[config.mk]
export PLATFORM = sky130hd
export DESIGN_NAME = dsd_top
export DESIGN_NICKNAME = d
export VERILOG_FILES = /design/src/dsd_pkg.sv /design/src/dsd_top.sv /design/src/dsd_sync.sv
export SDC_FILE = /design/constraint.sdc
export NUM_CORES = 1
export LEC_CHECK = 0
export BUFFER_PORTS_ARGS = -buffer_cell sky130_fd_sc_hd__buf_2
export CORE_MARGIN = 2
export CORE_UTILIZATION = 59
export DETAILED_ROUTE_END_ITERATION = 8
export PLACE_DENSITY_LB_ADDON = 0.12
export SYNTH_ARGS = -nofsm -noshare
export SYNTH_HDL_FRONTEND = slang
export SYNTH_SLANG_ARGS = --single-unit
[constraint.sdc]
create_clock -name mclk -period 3.4 [get_ports mclk]
set_clock_uncertainty 0.1 [all_clocks]
set_input_delay 0.34 -clock mclk [delete_from_list [all_inputs] [get_ports mclk]]
set_output_delay 0.34 -clock mclk [all_outputs]
set_load 0.05 [all_outputs]
[src/dsd_pkg.sv]
// package for the drive-side serial data and fault block
// shared by dsd_top, dsd_top_asserts and test_dsd_top; no surroundings assumed
package dsd_pkg;
	localparam int CLK_MHZ       = 40;
	localparam int SYNC_SWAP_US  = 6;                      // recovered clock takes over the reference line
	localparam int SYNC_SWAP_CYC = SYNC_SWAP_US * CLK_MHZ; // 240 cycles
	localparam int SYNC_INV_US   = 9;                      // read bits unreliable this long
	localparam int SYNC_INV_CYC  = SYNC_INV_US * CLK_MHZ;  // 360 cycles
	localparam int WD_CYC        = 4000000;                // watchdog default, 100 ms at 40 MHz
	localparam int NOFLUX_CYC    = 80;                     // write strobes without a bit change
	localparam logic [2:0] SRC_RESET = 3'h0;

	// asynchronous inputs from the controller
	typedef struct packed {
		logic select;
		logic reset;
		logic writeGate;
		logic readGate;
	} dsd_gates_t;

	// drive-internal health inputs
	typedef struct packed {
		logic writeCurrent;
		logic writeLock;
		logic ready;
		logic multiHead;
		logic spindleErr;
		logic offTrack;
		logic trackFollow;
		logic restoreFail;
		logic sequencedUp;
		logic index;
		logic sectorMark;
	} dsd_health_t;

	// clock source for the reference output
	typedef enum logic [2:0] {
		SRC_SERVO = 3'b001,
		SRC_WAIT  = 3'b010,
		SRC_DATA  = 3'b100
	} dsd_src_t;
endpackage

[src/dsd_top.sv]
// drive-side serial write/read data path and drive fault latch
// assumes controller pins are asynchronous; write clock is echoed back
// How it works
// - fault on gate/write-current mismatch
// - fault on write gate without ready or with write lock
// - fault on multiple heads or no flux
// - fault on spindle error, or off track while track following and ready
// - fault on reset while up, restore failure
// - fault on watchdog expiry
// - write bit taken on echo clock falling edge
// - recovered clock switched in after 6 us
// - servo clock drives reference while gate idle
// - controller gates act only when unit selected
// - reset keeps sequencing, restores when up
// - fault on write between index and sector
`timescale 1ns/10ps
module dsd_top
	import dsd_pkg::*;
#(
	parameter int WD_CYCLES = WD_CYC
) (
	input  wire logic                mclk,
	input  wire logic                rst,
	input  wire dsd_pkg::dsd_gates_t gatesIn,
	input  wire dsd_pkg::dsd_health_t health,
	input  wire logic                servoClk,
	input  wire logic                dataClk,
	input  wire logic                readBitIn,
	input  wire logic                echoClk,
	input  wire logic                writeBitIn,
	input  wire logic                watchdogKick,
	output logic                     refClk,
	output logic                     readBitOut,
	output logic                     readValid,
	output logic                     encBit,
	output logic                     encStrobe,
	output logic                     writeEnable,
	output logic                     restoreReq,
	output logic                     driveFault
);
	import dsd_pkg::*;

	// refuse a watchdog limit too small to ever count a cycle
	if (WD_CYCLES < 2) begin
		$error("watchdog count too small");
	end

	// every pin but watchdogKick, and the health bus, are foreign to mclk
	localparam int NS = 4 + 11 + 5;
	logic [NS-1:0] syncIn;
	logic [NS-1:0] syncOut;
	assign syncIn = {gatesIn, health, servoClk, dataClk, readBitIn, echoClk, writeBitIn};

	dsd_sync #(.W(NS)) uSync (
		.mclk (mclk),
		.rst  (rst),
		.din  (syncIn),
		.dout (syncOut)
	);

	dsd_gates_t  g;
	dsd_health_t h;
	logic        sServo, sData, sRead, sEcho, sWbit;
	assign {g, h, sServo, sData, sRead, sEcho, sWbit} = syncOut;

	// gated by selection so an unselected drive ignores the cable
	logic selWrite, selRead, selReset;
	assign selWrite = g.select & g.writeGate;
	assign selRead  = g.select & g.readGate;
	assign selReset = g.select & g.reset;

	// ---- read clock source selection
	dsd_src_t     src_reg, src_next;
	logic [8:0]   syncCnt_reg, syncCnt_next;
	always_comb begin
		src_next     = src_reg;
		syncCnt_next = syncCnt_reg;
		unique case (src_reg)
			SRC_SERVO: begin
				syncCnt_next = '0;
				if (selRead)
					src_next = SRC_WAIT;
			end
			SRC_WAIT: begin
				if (!selRead)
					src_next = SRC_SERVO;
				else if (syncCnt_reg == 9'(SYNC_SWAP_CYC - 1))
					src_next = SRC_DATA;
				syncCnt_next = syncCnt_reg + 9'h001;
			end
			SRC_DATA: begin
				if (!selRead)
					src_next = SRC_SERVO;
				else if (syncCnt_reg != 9'(SYNC_INV_CYC))
					syncCnt_next = syncCnt_reg + 9'h001;
			end
			default: src_next = SRC_SERVO;
		endcase
	end

	always_ff @(posedge mclk or posedge rst) begin
		if (rst) begin
			src_reg     <= SRC_SERVO;
			syncCnt_reg <= '0;
		end else begin
			src_reg     <= src_next;
			syncCnt_reg <= syncCnt_next;
		end
	end

	// ---- reference clock and read bit outputs, registered
	logic refClk_next, readBitOut_next, readValid_next;
	always_comb begin
		refClk_next     = (src_reg == SRC_DATA) ? sData : sServo;
		readBitOut_next = (src_reg == SRC_DATA) ? sRead : 1'b0;
		// gives the controller a marker for the settle window
		// drops with the gate so a deselect cannot leave it up a cycle
		readValid_next  = (src_reg == SRC_DATA) && selRead && (syncCnt_reg == 9'(SYNC_INV_CYC));
	end

	// ---- write bit capture on echo falling edge
	logic echoD_reg, encBit_next, encStrobe_next;
	logic wbitPrev_reg, fluxSeen;
	always_comb begin
		encStrobe_next = echoD_reg & ~sEcho & selWrite;
		encBit_next    = encStrobe_next ? sWbit : encBit;
		fluxSeen       = encStrobe_next & (sWbit != wbitPrev_reg);
	end

	// ---- no-flux counter during writes
	logic [6:0] noFlux_reg, noFlux_next;
	always_comb begin
		noFlux_next = noFlux_reg;
		if (!selWrite || fluxSeen)
			noFlux_next = '0;
		else if (encStrobe_next && noFlux_reg != 7'(NOFLUX_CYC))
			noFlux_next = noFlux_reg + 7'h01;
	end

	// ---- index window: from index until first sector mark
	logic idxWin_reg, idxWin_next, idxPrev_reg;
	always_comb begin
		idxWin_next = idxWin_reg;
		if (h.sectorMark)
			idxWin_next = 1'b0;
		else if (h.index && !idxPrev_reg)
			idxWin_next = 1'b1;
	end

	// ---- watchdog, reloaded by the internal firmware kick
	logic [31:0] wd_reg, wd_next;
	logic        kickSeen;
	assign kickSeen = watchdogKick; // same-domain input
	always_comb begin
		if (kickSeen)
			wd_next = '0;
		else if (wd_reg != 32'(WD_CYCLES))
			wd_next = wd_reg + 32'h00000001;
		else
			wd_next = wd_reg;
	end

	// ---- reset edge and restore request
	logic resetPrev_reg, resetRise, restoreReq_next;
	assign resetRise = selReset & ~resetPrev_reg;
	always_comb begin
		restoreReq_next = resetRise & h.sequencedUp;
	end

	// ---- fault causes; latched until a reset while sequenced down
	logic faultSet, faultClear, driveFault_next;
	always_comb begin
		faultSet = 1'b0;
		faultSet |= (selWrite & ~h.writeCurrent) | (~selWrite & h.writeCurrent);
		faultSet |= selWrite & (~h.ready | h.writeLock);
		faultSet |= h.multiHead | (noFlux_reg == 7'(NOFLUX_CYC));
		faultSet |= h.spindleErr | (h.offTrack & h.trackFollow & h.ready);
		faultSet |= (resetRise & h.sequencedUp) | h.restoreFail;
		faultSet |= (wd_reg == 32'(WD_CYCLES));
		faultSet |= selWrite & idxWin_reg;
		faultClear      = resetRise & ~h.sequencedUp;
		// a new cause in the clearing cycle keeps the fault
		driveFault_next = faultSet | (driveFault & ~faultClear);
	end

	always_ff @(posedge mclk or posedge rst) begin
		if (rst) begin
			refClk        <= 1'b0;
			readBitOut    <= 1'b0;
			readValid     <= 1'b0;
			echoD_reg     <= 1'b0;
			encBit        <= 1'b0;
			encStrobe     <= 1'b0;
			wbitPrev_reg  <= 1'b0;
			noFlux_reg    <= '0;
			idxWin_reg    <= 1'b0;
			idxPrev_reg   <= 1'b0;
			wd_reg        <= '0;
			resetPrev_reg <= 1'b0;
			restoreReq    <= 1'b0;
			driveFault    <= 1'b0;
			writeEnable   <= 1'b0;
		end else begin
			refClk        <= refClk_next;
			readBitOut    <= readBitOut_next;
			readValid     <= readValid_next;
			echoD_reg     <= sEcho;
			encBit        <= encBit_next;
			encStrobe     <= encStrobe_next;
			wbitPrev_reg  <= encStrobe_next ? sWbit : wbitPrev_reg;
			noFlux_reg    <= noFlux_next;
			idxWin_reg    <= idxWin_next;
			idxPrev_reg   <= h.index;
			wd_reg        <= wd_next;
			resetPrev_reg <= selReset;
			restoreReq    <= restoreReq_next;
			driveFault    <= driveFault_next;
			writeEnable   <= selWrite & ~driveFault; // write current only while healthy
		end
	end
endmodule

[src/dsd_sync.sv]
// two-flop synchroniser, one per bit
// assumes din comes from outside the mclk domain
`timescale 1ns/10ps
module dsd_sync #(
	parameter int W = 1
) (
	input  wire logic         mclk,
	input  wire logic         rst,
	input  wire logic [W-1:0] din,
	output logic      [W-1:0] dout
);
	logic [W-1:0] meta_reg;
	logic [W-1:0] meta_next;
	logic [W-1:0] dout_next;

	// first stage only feeds the second
	always_comb begin
		meta_next = din;
		dout_next = meta_reg;
	end

	always_ff @(posedge mclk or posedge rst) begin
		if (rst) begin
			meta_reg <= '0;
			dout     <= '0;
		end else begin
			meta_reg <= meta_next;
			dout     <= dout_next;
		end
	end
endmodule

==> summary.md <==
| Metric | Value |
|---|---|
| Die height | 88.2 um |
| Antenna viol nets, final | 0 |
| Vias in the first global route | 2723 |
| Drt wl/cell | 14.0 um |
| Post-synthesis xor/xnor area fraction | 6.69% |
| Setup Viol. Count Final | 0 |
| Die Width | 88.2 um |
| Total number of vias | 2788 |
| Post-Synth Adder-Cell Area | 1.79% |
| EDFF count, synth | 0 |
| Max_cap viols | 0 |
| Worst path slowest cell | nor4_4 |
| Post-detail-place hpwl | 4840 um |
| Final Hold Fails | 0 |
| GPL Wtd Cong | 0.785 |
| Clock sink total | 103 |
| FF-to-FF setup slack | 1280 ps |
| Row count | 30 |
| Hold Crit Class | flip-flop to flip-flop |
| Synthesized area | 4190 um2 |
| Syn Nets | 395 |
| Hold Path Sink | uSync.dout[11] |
| Syn avg cell area | 11.4 um2 |
| RSZ-0062 raised after global routing | no |
| Nets | 451 |
| Crit end category | flip-flop |
| Die area | 7790 um2 |
| Proportion of layout cells with a drive suffix above 1 | 14.1% |
| Largest net degree at the start of global routing | 62 |
| Buffers added on ports | 30 |
| Drt drc | 0 |
| Ranking of synthesized cells by area | dfrtp_1, xor2_1, nor2_1 |
| GRT Residual Overflow | 0 |
| Max_slew headroom | 52.8% |
| Largest family of logic cells by synthesized area | simple AND/OR/NAND/NOR gates |
| Minimum clock period | 2120 ps |
| TritonCTS clock tree | built |
| Post-synth ARST share | 100% |
| Final worst slack | 1280 ps |
| Reg-to-reg endpoint | wd_reg[30] |
| Clk buf depth | 2 |
| CTS buffer count | 9 |
| Yosys top cell area share | 61.0% |
| Fmax | 472 MHz |
| Placed inst area | 4440 um2 |
| Worst r2r path cells | 5 |
| Crit path buf inv count | 0 |
| Top-Level Pins | 31 |
| CP max stage delay | 670 ps |
| CP delay by family, top | simple AND/OR/NAND/NOR gates |
| N_diodes | 0 |
| Status | finished, final reports clean |
| Simple-Gate Fraction of Synth Area | 21.3% |
| GRT Total Usage | 21.4% |
| CP startpoint kind | flip-flop |
| Synthesized flop and latch total | 103 |
| Syn-to-layout area delta | 15.9% |
| Clk root buf | clkbuf_8 |
| HP Start | uSync.dout_next[11] |
| Reg clk slew, reported paths | 110 ps |
| Mux share of post-synthesis cell area | 0.777% |
| Dpl ws | 1310 ps |
| Placeable Area | 6830 um2 |
| R2R Path Start | wd_reg[8] |
| Pwr/cell area | 448 nW/um2 |
| Worst Tran Pin Value | 709 ps |
| Initial antenna violation count | 0 |
| Critical path cell sequence | nand4_2 -> nor4_4 -> nand3b_1 -> nor4_1 -> o21bai_1 |
| WL final | 7300 um |
| WHS Path Cells | 0 |
| Global-route wire length before repair | 12600 um |
| Clock latency on the worst-skew pair | 380 ps |
| Post-route cell area | 4850 um2 |
| CTS H-tree lvls | 3 |
| Largest area contributor in the netlist | dfrtp_1 |
| First drt pass iteration count | 4 |
| Pleak | 0.00216 uW |
| WP data arrival | 2330 ps |
| Critical path fanouts, max | 13 |
| Sum of negative setup slack | 0 ps |
| Worst vdd ir | 396 uV |
| Yosys warning count | 0 |
| Largest register FFs | 32 |
| Starting Density | 61.3% |
| Synth Area in Compound Gates | 5.71% |
| Setup Fix Bufs, Post-CTS | 0 |
| Crit Path Class | flip-flop to flip-flop |
| Post-synthesis sequential area ratio | 61.6% |
| Crit path required time | 3610 ps |
| DR vias/cell | 5.33 |
| Ys flop type | dfrtp_1 |
| Fin crit share | 62.3% |
| Final Max Slew Viols | 0 |
| Yosys cell types | 46 |
| DR iter-0 viols | 139 |
| Gate Count Post-Synth | 366 |
power breakdown:
group	internal, uW	switching, uW
clock	296	473
combinational	48.2	77.3
sequential	1260	18.9
synthesized netlist by cell type, types with 2 or more instances:
library cell / count
a211oi_1: 2
xor2_1: 25
and4bb_1: 2
and4_1: 5
clkbuf_1: 5
dfrtp_1: 102
o21ai_1: 9
nor2_1: 47
a21o_1: 2
buf_4: 2
nor3_1: 3
nor3_2: 2
or3_1: 11
nand3b_1: 2
xnor2_1: 7
nor4_1: 8
nand3_1: 16
nor4b_1: 2
nand2_1: 23
ha_1: 6
o21ai_0: 5
nand4_1: 14
and2_1: 3
a21oi_1: 16
nand4_2: 2
nand2b_1: 6
mux2_2: 2
inv_1: 12
and3_1: 7
o21bai_1: 2
timing repair:
item                                    CTS  global route
resized for setup                         0             0
endpoints found under the setup margin    0             0
hold endpoints to repair                 22             0
hold buffers                             21             0
how the worst max path moves through the flow:
stage | slack [ps] | endpoint | cells after the start | start
after global placement | 1410 | wd_reg[30] | 5 | wd_reg[8]
after detailed placement | 1310 | wd_reg[30] | 5 | wd_reg[8]
after floorplan | 260 | driveFault | 1 | rst
final | 1280 | wd_reg[30] | 5 | wd_reg[8]
after CTS | 1290 | wd_reg[30] | 5 | wd_reg[8]
after global routing | 1060 | wd_reg[30] | 6 | wd_reg[1]
final cells by class:
type                       count  area, um2
tap                           96        120
inverter                      13       51.3
multi-input combinational    242       1520
clock inverter                 7       83.8
fill                         504       1980
clock buffer                   9        124
sequential                   103       2580
timing repair buffer          53        375
routing by layer:
layer  share of wire [%]  up-vias  wire length (um)  track usage [%]
li1                    -     1380                 -                -
met1                  48     1348              3530             31.4
met2                  47       52              3420             31.8
met3                 3.7        8               267             6.25
met4                 1.1        0                78             5.92
met5                   0        -                 0                0
cells in the final DEF, fill, tap and decap left out, types with 3 or more instances in the layout:
cell type,n
inv_1,11
nand2b_1,6
xor2_1,25
clkbuf_8,9
nor4_1,8
a21oi_1,16
o21ai_1,9
dfrtp_1,102
buf_2,30
nand3_1,16
or3_1,11
nor2_1,47
nand2_1,23
and2_1,3
nor3_1,3
inv_8,3
ha_1,6
and3_1,7
and4_1,5
o21ai_0,5
dlygate4sd3_1,21
xnor2_1,7
nand4_1,14
cell families (layout without fill, tap and decap cells):
group                      count (synthesis)  after routing
muxes                                      3              3
buffers and inverters                     21             82
adders and majority gates                  6              6
AOI/OAI and AO/OA                         39             39
DFF                                      103            103
xor gates and xnor gates                  32             32
and+or+nand+nor                          162            162
metrics by stage:
| step | power, uW | instances | hold slack, ps | utilization [%] |
|---|---|---|---|---|
| after CTS | 2200 | 523 | 260 | 71.0 |
| after floorplan | 1370 | 366 | 231 | - |
| after global routing | 2270 | 523 | 266 | 71.0 |
| final | 2170 | 523 | 258 | 71.0 |
| after detailed placement | 1410 | 486 | 236 | 64.9 |
| after global placement | 1410 | 486 | 232 | 64.9 |
(Power assumes the default switching activity.)
